==> src/core/ssync_pkg.sv <==
// Package: command codes, register fields and reset values for the slicer settings
package ssync_pkg;
    // ==========================================
    // Command framing
    localparam int unsigned ID_BIT = 7;
    localparam logic [7:0] CMD_ERROR_POLICY = 8'hf2;
    localparam logic [7:0] CMD_SYNC_THRESH = 8'hf3;
    localparam logic [7:0] REG_RESET = 8'h00;
    // ==========================================
    // Error policy register fields
    localparam int unsigned F_MASK_START = 6;
    localparam int unsigned F_MASK_LEN = 5;
    localparam int unsigned F_RUN_IN = 4;
    localparam int unsigned F_FRAMING = 3;
    localparam int unsigned F_BYPASS = 2;
    localparam int unsigned F_UNCHECKED_WR = 1;
    localparam int unsigned F_UNUSED_OFF = 0;
    // ==========================================
    // Sync threshold register fields
    localparam int unsigned F_ACQ_HI = 6;
    localparam int unsigned F_ACQ_LO = 4;
    localparam int unsigned F_LOSS_HI = 3;
    localparam int unsigned F_LOSS_LO = 0;
    // Line counts
    localparam logic [8:0] MASK_EARLY_LINES = 9'h00a;
    localparam logic [8:0] MASK_FIXED_LINES = 9'h009;
    localparam logic [2:0] RUN_IN_SHORT = 3'h2;
    localparam logic [2:0] RUN_IN_LONG = 3'h4;
    // ==========================================
    // Wishbone register map of the host controller
    localparam logic [3:0] WB_CMD_OFS = 4'h0;
    localparam logic [3:0] WB_STAT_OFS = 4'h4;
    // Decoded line threshold for acquire, with alternate flag
    function automatic logic [8:0] ssync_acq_lines(input logic [2:0] code,
                                                    input logic alt);
        logic [8:0] n;
        n = 9'h000;
        case (code)
            3'h0: n = alt ? 9'h020 : 9'h000;
            3'h1: n = alt ? 9'h040 : 9'h004;
            3'h2: n = alt ? 9'h080 : 9'h008;
            3'h4: n = alt ? 9'h100 : 9'h010;
            default: n = 9'h000;
        endcase
        return n;
    endfunction
    // Decoded line threshold for loss; zero means no detection
    function automatic logic [8:0] ssync_loss_lines(input logic [3:0] code);
        logic [8:0] n;
        n = 9'h000;
        case (code)
            4'h1: n = 9'h020;
            4'h2: n = 9'h040;
            4'h4: n = 9'h080;
            4'h8: n = 9'h100;
            default: n = 9'h000;
        endcase
        return n;
    endfunction
endpackage

==> src/core/ssync_cmd_if.sv <==
// Interface: byte command stream from host to slicer
interface ssync_cmd_if;
    logic byteValid;
    logic [7:0] byteData;
    logic byteReady;
    modport host (output byteValid, output byteData, input byteReady);
    modport dev (input byteValid, input byteData, output byteReady);
endinterface

==> src/core/ssync_settings.sv <==
// Device end: two-byte command decoder and the two settings registers
// ==========================================
// Summary of operation
// RULE1 - First byte has bit 7 set
// RULE2 - Second byte bit 7 clear, loads low seven
// RULE3 - Code f2 targets error policy register
// RULE4 - Code f3 targets sync threshold register
// RULE5 - Reset clears both registers
// RULE6 - Bit 6 starts mask ten lines early
// RULE7 - Bit 5 fixes mask length nine lines
// RULE8 - Bit 4 picks run-in check 2 or 4
// RULE9 - Bit 3 tolerates one bad framing bit
// RULE10 - Checking on: clean checked bytes transferred
// RULE11 - Bypass: all bytes transferred
// RULE12 - Bit 1 holds or writes unchecked errored bytes
// RULE13 - Biphase VPS, Hamming PDC, parity header
// RULE14 - Bit 0 disables checks on unused bytes
// RULE15 - Header unused byte ranges per mode
// RULE16 - Status display unused byte ranges
// RULE17 - Acquire codes give 0,4,8,16 lines
// RULE18 - Alternate flag gives 32..256 lines
// RULE19 - Loss one-hot codes give 32..256 lines
// RULE20 - Loss code zero disables loss detection
// RULE21 - Host writes only listed codes; the host here forwards any code with bit 7 set
// RULE22 - Alternate flag clear uses normal values
//
// Our own choices: the Wishbone interface to the registers and the placing of the registers.
module ssync_settings
    import ssync_pkg::*;
(
    input wire logic ref_clk,
    input wire logic rst,
    ssync_cmd_if.dev cmd,
    input wire logic alternateThresholdSel,
    output logic maskStartEarlySel,
    output logic maskLengthSel,
    output logic runInCheckCountSel,
    output logic framingToleranceSel,
    output logic errorCheckBypass,
    output logic uncheckedByteWriteSel,
    output logic unusedByteCheckOff,
    output logic [8:0] maskEarlyLines,
    output logic [8:0] maskFixedLines,
    output logic [2:0] runInRepeats,
    output logic [8:0] acquireLines,
    output logic [8:0] lossLines,
    output logic lossDetectEnable,
    output logic [7:0] errorPolicy,
    output logic [7:0] syncThresholds
);
    typedef enum logic [1:0] {
        SS_IDLE = 2'b00,
        SS_ERR = 2'b01,
        SS_SYNC = 2'b10
    } ssync_state_t;

    ssync_state_t state_reg, state_next;
    logic [7:0] errPol_reg, errPol_next;
    logic [7:0] syncTh_reg, syncTh_next;

    // ==========================================
    // Code match for a first byte
    // Used for both command codes, so the compare is written once
    function automatic logic code_hit(input logic [7:0] b,
                                      input logic [7:0] code);
        return b == code;
    endfunction

    // ==========================================
    // Byte classification
    // The link always accepts, so a valid byte is a taken byte
    wire logic take = cmd.byteValid;
    wire logic isFirst = cmd.byteData[ID_BIT]; // RULE1
    wire logic isErrCmd = code_hit(cmd.byteData, CMD_ERROR_POLICY); // RULE3
    wire logic isSyncCmd = code_hit(cmd.byteData, CMD_SYNC_THRESH); // RULE4
    // Bit 7 of the loaded value is forced clear
    wire logic [7:0] payload = {1'b0, cmd.byteData[6:0]}; // RULE2

    assign cmd.byteReady = 1'b1;

    // Decoder: a first byte always restarts a command
    // Unknown first bytes park in idle, so a stray second byte
    // that follows them can never reach either register
    always_comb begin
        state_next = state_reg;
        errPol_next = errPol_reg;
        syncTh_next = syncTh_reg;
        if (take) begin
            if (isFirst) begin // RULE1
                if (isErrCmd)
                    state_next = SS_ERR;
                else if (isSyncCmd)
                    state_next = SS_SYNC;
                else
                    state_next = SS_IDLE;
            end else begin
                state_next = SS_IDLE;
                case (state_reg)
                    SS_ERR: errPol_next = payload; // RULE2 RULE3
                    SS_SYNC: syncTh_next = payload; // RULE2 RULE4
                    SS_IDLE: state_next = SS_IDLE;
                    default: state_next = SS_IDLE;
                endcase
            end
        end
    end

    // State and registers
    always_ff @(posedge ref_clk or posedge rst) begin
        if (rst) begin
            state_reg <= SS_IDLE;
            errPol_reg <= REG_RESET; // RULE5
            syncTh_reg <= REG_RESET; // RULE5
        end else begin
            state_reg <= state_next;
            errPol_reg <= errPol_next;
            syncTh_reg <= syncTh_next;
        end
    end

    // ==========================================
    // Settings fanned out to the slicer datapath
    assign maskStartEarlySel = errPol_reg[F_MASK_START]; // RULE6
    assign maskLengthSel = errPol_reg[F_MASK_LEN]; // RULE7
    assign runInCheckCountSel = errPol_reg[F_RUN_IN]; // RULE8
    assign framingToleranceSel = errPol_reg[F_FRAMING]; // RULE9
    assign errorCheckBypass = errPol_reg[F_BYPASS]; // RULE10 RULE11
    assign uncheckedByteWriteSel = errPol_reg[F_UNCHECKED_WR]; // RULE12
    // Unused-byte ranges and decode kind live in the datapath
    // The datapath applies this bit to each mode's own byte range
    // RULE13 RULE15 RULE16
    assign unusedByteCheckOff = errPol_reg[F_UNUSED_OFF]; // RULE14
    assign maskEarlyLines = maskStartEarlySel ? MASK_EARLY_LINES
                                              : 9'h000; // RULE6
    assign maskFixedLines = maskLengthSel ? MASK_FIXED_LINES
                                          : 9'h000; // RULE7
    assign runInRepeats = runInCheckCountSel ? RUN_IN_LONG
                                             : RUN_IN_SHORT; // RULE8
    // Line thresholds for the sync discriminator
    // Alternate flag is a level from outside, so this follows it at once
    // RULE17 RULE18 RULE22
    assign acquireLines = ssync_acq_lines(syncTh_reg[F_ACQ_HI:F_ACQ_LO],
                                          alternateThresholdSel);
    // Unlisted codes give zero lines
    assign lossLines =
        ssync_loss_lines(syncTh_reg[F_LOSS_HI:F_LOSS_LO]); // RULE19
    assign lossDetectEnable = |syncTh_reg[F_LOSS_HI:F_LOSS_LO]; // RULE20
    assign errorPolicy = errPol_reg;
    assign syncThresholds = syncTh_reg;
endmodule // ssync_settings

==> src/flat_wrapper.sv <==
// flat-port wrapper written by rule: the top's interface ports become plain ports
module ssync_settings_flat import ssync_pkg::*;
  (ref_clk, rst, alternateThresholdSel, maskStartEarlySel, maskLengthSel, runInCheckCountSel, framingToleranceSel, errorCheckBypass, uncheckedByteWriteSel, unusedByteCheckOff, maskEarlyLines, maskFixedLines, runInRepeats, acquireLines, lossLines, lossDetectEnable, errorPolicy, syncThresholds, cmd_byteValid, cmd_byteData, cmd_byteReady);
  ssync_cmd_if cmd_i ();
  input wire logic ref_clk;
  input wire logic rst;
  input wire logic alternateThresholdSel;
  output logic maskStartEarlySel;
  output logic maskLengthSel;
  output logic runInCheckCountSel;
  output logic framingToleranceSel;
  output logic errorCheckBypass;
  output logic uncheckedByteWriteSel;
  output logic unusedByteCheckOff;
  output logic [8:0] maskEarlyLines;
  output logic [8:0] maskFixedLines;
  output logic [2:0] runInRepeats;
  output logic [8:0] acquireLines;
  output logic [8:0] lossLines;
  output logic lossDetectEnable;
  output logic [7:0] errorPolicy;
  output logic [7:0] syncThresholds;
  input wire logic [$bits(cmd_i.byteValid)-1:0] cmd_byteValid;
  input wire logic [$bits(cmd_i.byteData)-1:0] cmd_byteData;
  output wire logic [$bits(cmd_i.byteReady)-1:0] cmd_byteReady;
  assign cmd_i.byteValid = cmd_byteValid;
  assign cmd_i.byteData = cmd_byteData;
  assign cmd_byteReady = cmd_i.byteReady;
  ssync_settings u_core (.ref_clk(ref_clk), .rst(rst), .cmd(cmd_i), .alternateThresholdSel(alternateThresholdSel), .maskStartEarlySel(maskStartEarlySel), .maskLengthSel(maskLengthSel), .runInCheckCountSel(runInCheckCountSel), .framingToleranceSel(framingToleranceSel), .errorCheckBypass(errorCheckBypass), .uncheckedByteWriteSel(uncheckedByteWriteSel), .unusedByteCheckOff(unusedByteCheckOff), .maskEarlyLines(maskEarlyLines), .maskFixedLines(maskFixedLines), .runInRepeats(runInRepeats), .acquireLines(acquireLines), .lossLines(lossLines), .lossDetectEnable(lossDetectEnable), .errorPolicy(errorPolicy), .syncThresholds(syncThresholds));
endmodule
==> config.mk <==
export PLATFORM = sky130hd
export DESIGN_NAME = ssync_settings_flat
export DESIGN_NICKNAME = d
export VERILOG_FILES = /design/src/core/ssync_pkg.sv /design/src/core/ssync_cmd_if.sv /design/src/core/ssync_settings.sv /design/src/flat_wrapper.sv
export SDC_FILE = /design/constraint.sdc
export NUM_CORES = 1
export LEC_CHECK = 0
export BUFFER_PORTS_ARGS = -buffer_cell sky130_fd_sc_hd__buf_2
export CAP_MARGIN = 20
export CORE_MARGIN = 4
export CORE_UTILIZATION = 33
export DETAILED_ROUTE_END_ITERATION = 8
export PLACE_DENSITY = 0.66
export RECOVER_POWER = 25
export SYNTH_ARGS = -nofsm -noshare
export SYNTH_HDL_FRONTEND = slang
export SYNTH_SLANG_ARGS = --single-unit
==> constraint.sdc <==
create_clock -name ref_clk -period 3.6 [get_ports ref_clk]
set_input_delay 0.72 -clock ref_clk [delete_from_list [all_inputs] [get_ports ref_clk]]
set_output_delay 0.72 -clock ref_clk [all_outputs]
set_load 0.02 [all_outputs]
==> results.py, run 1 <==
metrics = {
    "timing": {
        "post-route-worst-setup-slack_ns": 1.45,
        "slew_headroom_pct": 58.7,
        "skew_ns": 0.00236,
        "final_max_slew_viol_count": 0,
        "tightest_slew_ns": 0.619,
        "finalHoldViolCount": 0,
        "setup_viol": 0,
        "period_needed_ns": 2.15,
        "holdWs_ns": 0.495,
        "max_clock_freq_ghz": 0.464,
        "fin_crit_sh_pct": 59.8,
        "rsz0062_at_grt": "false",
        "setup_tns_ns": 0,
    },
    "global_routing": {
        "grt-ovfl-total": 0,
        "antenna_found_initial": 0,
        "track_usage_pct": 9.78,
        "grt_pass1_vias": 640,
        "grt_pass1_wl_mm": 3.22,
        "grt_max_degree": 17,
    },
    "synthesis": {
        "netlist_area_mm2": 0.00110,
        "ys_ff_latch": 16,
        "synthAdderAreaFrac_pct": 0,
        "synth.largest_area_cell": "dfrtp_1",
        "avgSynthCellArea_um2": 11.3,
        "synth_top_area_share_pct": 36.4,
        "synthMuxAreaShare_pct": 19.1,
        "synth_top_family_by_area": "buffers and inverters",
        "synth_compound_area_share_pct": 1.59,
        "yosys.area_share.simple_pct": 13.2,
        "synth_cell_type_count": 15,
        "syn_inst": 97,
        "synth.area.top_cells": "dfrtp_1, buf_4, mux2_4, nor4b_1, and4bb_1",
        "yosys_warnings": 0,
        "synth_xor_area_share_pct": 0,
        "yosysSeqAreaShare_pct": 36.4,
    },
    "flow_run": {
        "maxCapViolations": 0,
    },
    "route": {
        "drt-total-wl_mm": 2.25,
        "via_count": 758,
        "dr_wl_met2_mm": 1.10,
        "drc": 0,
        "drt_iter0_markers": 20,
        "routedWlPerCell_um": 12.6,
        "dr_wl_met3_um": 304,
        "viasPerCell": 4.23,
        "wl_met1_um": 852,
        "topRoutingLayerUsed": "met3",
        "first_pass_iters": 4,
        "postRouteAntennaNets": 0,
    },
    "placed_design": {
        "pre_cts_slack_ns": 1.54,
        "postPlaceCellArea_mm2": 0.00119,
        "port_buffers": 50,
        "gp_congestion": 0.671,
        "dp.final_hpwl_mm": 1.82,
    },
    "layout": {
        "seq_area_um2": 400,
        "final_nets": 148,
        "layout_common_cells": "buf_2, conb_1, dfrtp_1",
        "multi_input_area_um2": 467,
        "diodes": 0,
        "final_common_cell": "buf_2",
        "design_area_mm2": 0.00123,
        "drive_gt1_share_pct": 49.6,
        "areaGrowthSynthToFinish_pct": 11.5,
        "fillers": 330,
    },
    "clock_network": {
        "numCtsBuffers": 3,
        "cts.htree.levels": 1,
        "cts_buffer_depth": 2,
        "cts.reportedPaths.clkPinSlew_ns": 0.10,
        "clockRootBuffer": "clkbuf_4",
        "cts.hold.buffers_added": 0,
        "cts_resized": 0,
        "post-cts-setup-buffers": 0,
        "cts_tree": "built",
        "clock_sinks": 16,
        "insertion_delay_ns": 0.28,
    },
    "worst_hold_path": {
        "hold_path.class": "input pin to asynchronous set/reset pin",
    },
    "pwr": {
        "finalPower_mw": 0.441,
        "power_density_mw_per_mm2": 360,
        "power.leakage_nw": 0.712,
        "peakVddDrop_v": 0.000116,
    },
    "floorplanning": {
        "dieHeight_um": 65.7,
        "placementRows": 20,
        "die-area_mm2": 0.00432,
        "fp.dieW_um": 65.7,
        "initial_utilization_pct": 35.2,
        "core_area_mm2": 0.00313,
        "io_pins": 76,
    },
    "critical_path": {
        "crit_path_start_kind": "flop",
        "critical_path_arrival_ns": 1.43,
        "worst_path_max_delay_cell": "or4_1",
        "slowest_delay_ns": 0.53,
        "end_kind": "primary output",
        "cp.required_ns": 2.88,
        "r2r_setup_slack_ns": 2.17,
        "path_class": "flop to primary output",
        "crit_chain": "or4_1 > buf_2",
        "critical-path-top-delay-family": "simple AND/OR/NAND/NOR gates",
        "worstPathMaxFanout": 7,
        "critPathBufInv": 1,
    },
    "outcome": {
        "status": "finished clean",
    },
}
==> cells by family after synthesis <==
group           Yosys count
buf+inv                  44
mux                      14
flops                    16
compound gates            2
other cells               2
simple gates             19
==> power breakdown <==
group | total [mW] | internal [mW] | switching (mW) | leakage (nW)
clock network | 0.118 | 0.0615 | 0.0569 | 0.0210
logic | 0.121 | 0.0398 | 0.0817 | 0.473
registers | 0.201 | 0.189 | 0.0124 | 0.219
total | 0.441 | 0.290 | 0.151 | 0.712
==> Yosys cell counts, drive strengths merged <==
master  number
mux2        14
nand2b       3
nor2         2
or4          1
conb         2
nor3         3
nand4b       2
nor4b        5
o32ai        2
buf         39
nor4bb       1
inv          5
dfrtp       16
and4bb       2
==> final timing paths <==
kind | startpoint | end | cells past startpoint
max | u_core.syncThresholds[0]$_DFFE_PP0P_ | lossDetectEnable | 2
min | rst | u_core.errorPolicy[3]$_DFFE_PP0P_ | 2
max reg2reg | u_core.state_reg[1]$_DFFE_PP0P_ | u_core.errorPolicy[4]$_DFFE_PP0P_ | 2
min reg2reg | u_core.errorPolicy[3]$_DFFE_PP0P_ | u_core.errorPolicy[3]$_DFFE_PP0P_ | 1
max in group asynchronous | rst | u_core.errorPolicy[0]$_DFFE_PP0P_ | 2
min in group ref_clk | u_core.errorPolicy[3]$_DFFE_PP0P_ | u_core.errorPolicy[3]$_DFFE_PP0P_ | 1
==> final cells by class <==
class	count	area share (%)
multi-input combinational	60	38.1
sequential	16	32.7
timing repair buffer	50	20.3
tap	44	4.49
clock buffer	4	2.96
inverter	5	1.53
==> worst register-to-register path, cell delays in order, from the launching register on <==
cell and delay [ns]:
dfrtp_1 0.39, and4bb_1 0.59, mux2_4 0.34
==> layer usage <==
| metal | vias to the layer above | track usage (%) |
|---|---|---|
| met5 | - | 0 |
| met4 | 0 | 2.33 |
| met3 | 0 | 4.10 |
| met2 | 48 | 14.6 |
| met1 | 364 | 13.0 |
| li1 | 346 | - |
==> stage by stage <==
stage | std cells | util (%)
after detailed placement | 175 | 38.1
after CTS | 179 | 39.2
after floorplan | 120 | -
final | 179 | 39.2
after global routing | 179 | 39.2
after global placement | 175 | 38.1
No activity file was read; power rests on OpenSTA's default activity.
==> inputs of run 2 (changes only) <==
==> constraint.sdc (replaced) <==
create_clock -name ref_clk -period 2 [get_ports ref_clk]
set_input_delay 0.4 -clock ref_clk [delete_from_list [all_inputs] [get_ports ref_clk]]
set_output_delay 0.4 -clock ref_clk [all_outputs]
set_load 0.02 [all_outputs]
==> run 2 against run 1 <==
Critical path depth did not move; critical endpoint unchanged; clock skew is 0.0050 ns higher; utilization decreased by 0.44 points; die area unchanged; routed wire length grew 0.27%; sequential share of layout area increased by 0.37 points; register-to-register slack worse by 1.6 ns; clock power increased by 45%; cell area shrank 1.1%; sequential power increased by 81%; total power rose by 71%.
==> results.py, run 2 (synthesis results as in run 1) <==
metrics = {
    "pwr": {
        "power_density_mw_per_mm2": 621,
        "power.switching_mw": 0.271,
        "p_clk_share_pct": 22.7,
        "power.leakage_nw": 0.705,
        "peakVddDrop_v": 0.000246,
        "internal-power_mw": 0.482,
        "pwr-share-comb_pct": 29.1,
        "p_seq_share_pct": 48.3,
        "swShare_pct": 36.0,
    },
    "route": {
        "drc": 0,
        "drt-total-wl_mm": 2.26,
        "routedWlPerCell_um": 12.7,
        "via_count": 747,
        "first_pass_iters": 4,
        "postRouteAntennaNets": 0,
        "viasPerCell": 4.20,
        "drt_iter0_markers": 9,
    },
    "clock_network": {
        "cts_tree": "built",
        "cts.reportedPaths.clkPinSlew_ns": 0.10,
        "cts_resized": 0,
        "cts_buffer_depth": 2,
        "insertion_delay_ns": 0.29,
        "clockRootBuffer": "clkbuf_4",
        "cts.htree.levels": 1,
        "clock_sinks": 16,
        "post-cts-setup-buffers": 0,
        "cts.hold.buffers_added": 0,
        "numCtsBuffers": 3,
    },
    "timing": {
        "setup_viol": 0,
        "post-route-worst-setup-slack_ns": 0.173,
        "finalHoldViolCount": 0,
        "rsz0062_at_grt": "false",
        "setup_tns_ns": 0,
        "max_clock_freq_ghz": 0.547,
        "skew_ns": 0.00733,
        "slew_headroom_pct": 58.4,
        "fin_crit_sh_pct": 91.4,
        "tightest_slew_ns": 0.624,
        "period_needed_ns": 1.83,
        "final_max_slew_viol_count": 0,
    },
    "critical_path": {
        "path_class": "flop to primary output",
        "cp.required_ns": 1.60,
        "end_kind": "primary output",
        "crit_path_start_kind": "flop",
        "critical_path_arrival_ns": 1.43,
        "worstPathMaxFanout": 7,
    },
    "layout": {
        "final_nets": 148,
        "areaGrowthSynthToFinish_pct": 10.2,
        "layout_common_cells": "buf_2, conb_1, dfrtp_1",
        "final_common_cell": "buf_2",
        "seq_area_um2": 400,
        "drive_gt1_share_pct": 49.3,
        "fillers": 324,
        "multi_input_area_um2": 467,
        "diodes": 0,
        "utilization_pct": 38.8,
    },
    "placed_design": {
        "pre_cts_slack_ns": 0.451,
        "gp_congestion": 0.672,
        "dp.final_hpwl_mm": 1.81,
        "port_buffers": 50,
    },
    "floorplanning": {
        "placementRows": 20,
        "fp.dieW_um": 65.7,
        "die-area_mm2": 0.00432,
        "initial_utilization_pct": 35.2,
        "core_area_mm2": 0.00313,
        "io_pins": 76,
        "dieHeight_um": 65.7,
    },
    "global_routing": {
        "track_usage_pct": 10.2,
        "grt_pass1_vias": 686,
        "grt-ovfl-total": 0,
        "grt_max_degree": 17,
        "grt_pass1_wl_mm": 3.35,
        "antenna_found_initial": 0,
    },
    "outcome": {
        "status": "finished clean",
    },
    "worst_hold_path": {
        "hold_path.class": "input pin to asynchronous set/reset pin",
    },
    "flow_run": {
        "maxCapViolations": 0,
    },
}
[run 2: power by group through the flow]
stage,combinational [mW],clock (mW),sequential [mW]
3_3_place_gp,0.218,0,0.367
4_1_cts,0.220,0.175,0.363
5_1_grt,0.234,0.194,0.367
6_report,0.219,0.171,0.363
3_5_place_dp,0.220,0,0.369
2_1_floorplan,0.187,0,0.387
[run 2: metrics by stage]
step / instance area, um^2 / power [mW] / hold WS, ns / instances
finish: 1210 / 0.753 / 0.174 / 178
global route: 1210 / 0.795 / 0.245 / 178
CTS: 1210 / 0.758 / 0.196 / 178
detailed placement: 1190 / 0.589 / 0.511 / 175
global placement: 1190 / 0.585 / 0.495 / 175
floorplan: 1190 / 0.574 / 0.314 / 120
[run 2: path summary, 6_finish.rpt]
check                                                      from                                   end  slack (ns)  cells past startpoint
min in group ref_clk                              cmd_byteValid       u_core.state_reg[0]$_DFFE_PP0P_        0.35                      2
max                        u_core.syncThresholds[0]$_DFFE_PP0P_                      lossDetectEnable        0.17                      2
max in group asynchronous                                   rst  u_core.syncThresholds[2]$_DFFE_PP0P_        1.42                      2
min                                                         rst  u_core.syncThresholds[5]$_DFFE_PP0P_        0.17                      2
min reg2reg                   u_core.errorPolicy[1]$_DFFE_PP0P_     u_core.errorPolicy[1]$_DFFE_PP0P_        0.55                      1
max reg2reg                     u_core.state_reg[1]$_DFFE_PP0P_     u_core.errorPolicy[2]$_DFFE_PP0P_        0.55                      2
[run 2: layer usage]
metal	global-route usage, %	up-vias	routed length, um
li1	-	343	-
met1	13.2	356	970
met2	16.0	44	1010
met3	2.56	4	255
met4	3.89	0	25
met5	0	-	0
[run 2: layout make-up]
type	count	area share [%]
multi-input cells	60	38.5
flip-flops and latches	16	33.0
repair buffers	50	20.5
well taps	44	4.54
clock buffers	3	1.86
inverters	5	1.55
[run 2: critical path: stages, from the launching register on]
cell and delay (ns):
dfrtp_1 0.45, or4_1 0.52, buf_2 0.17
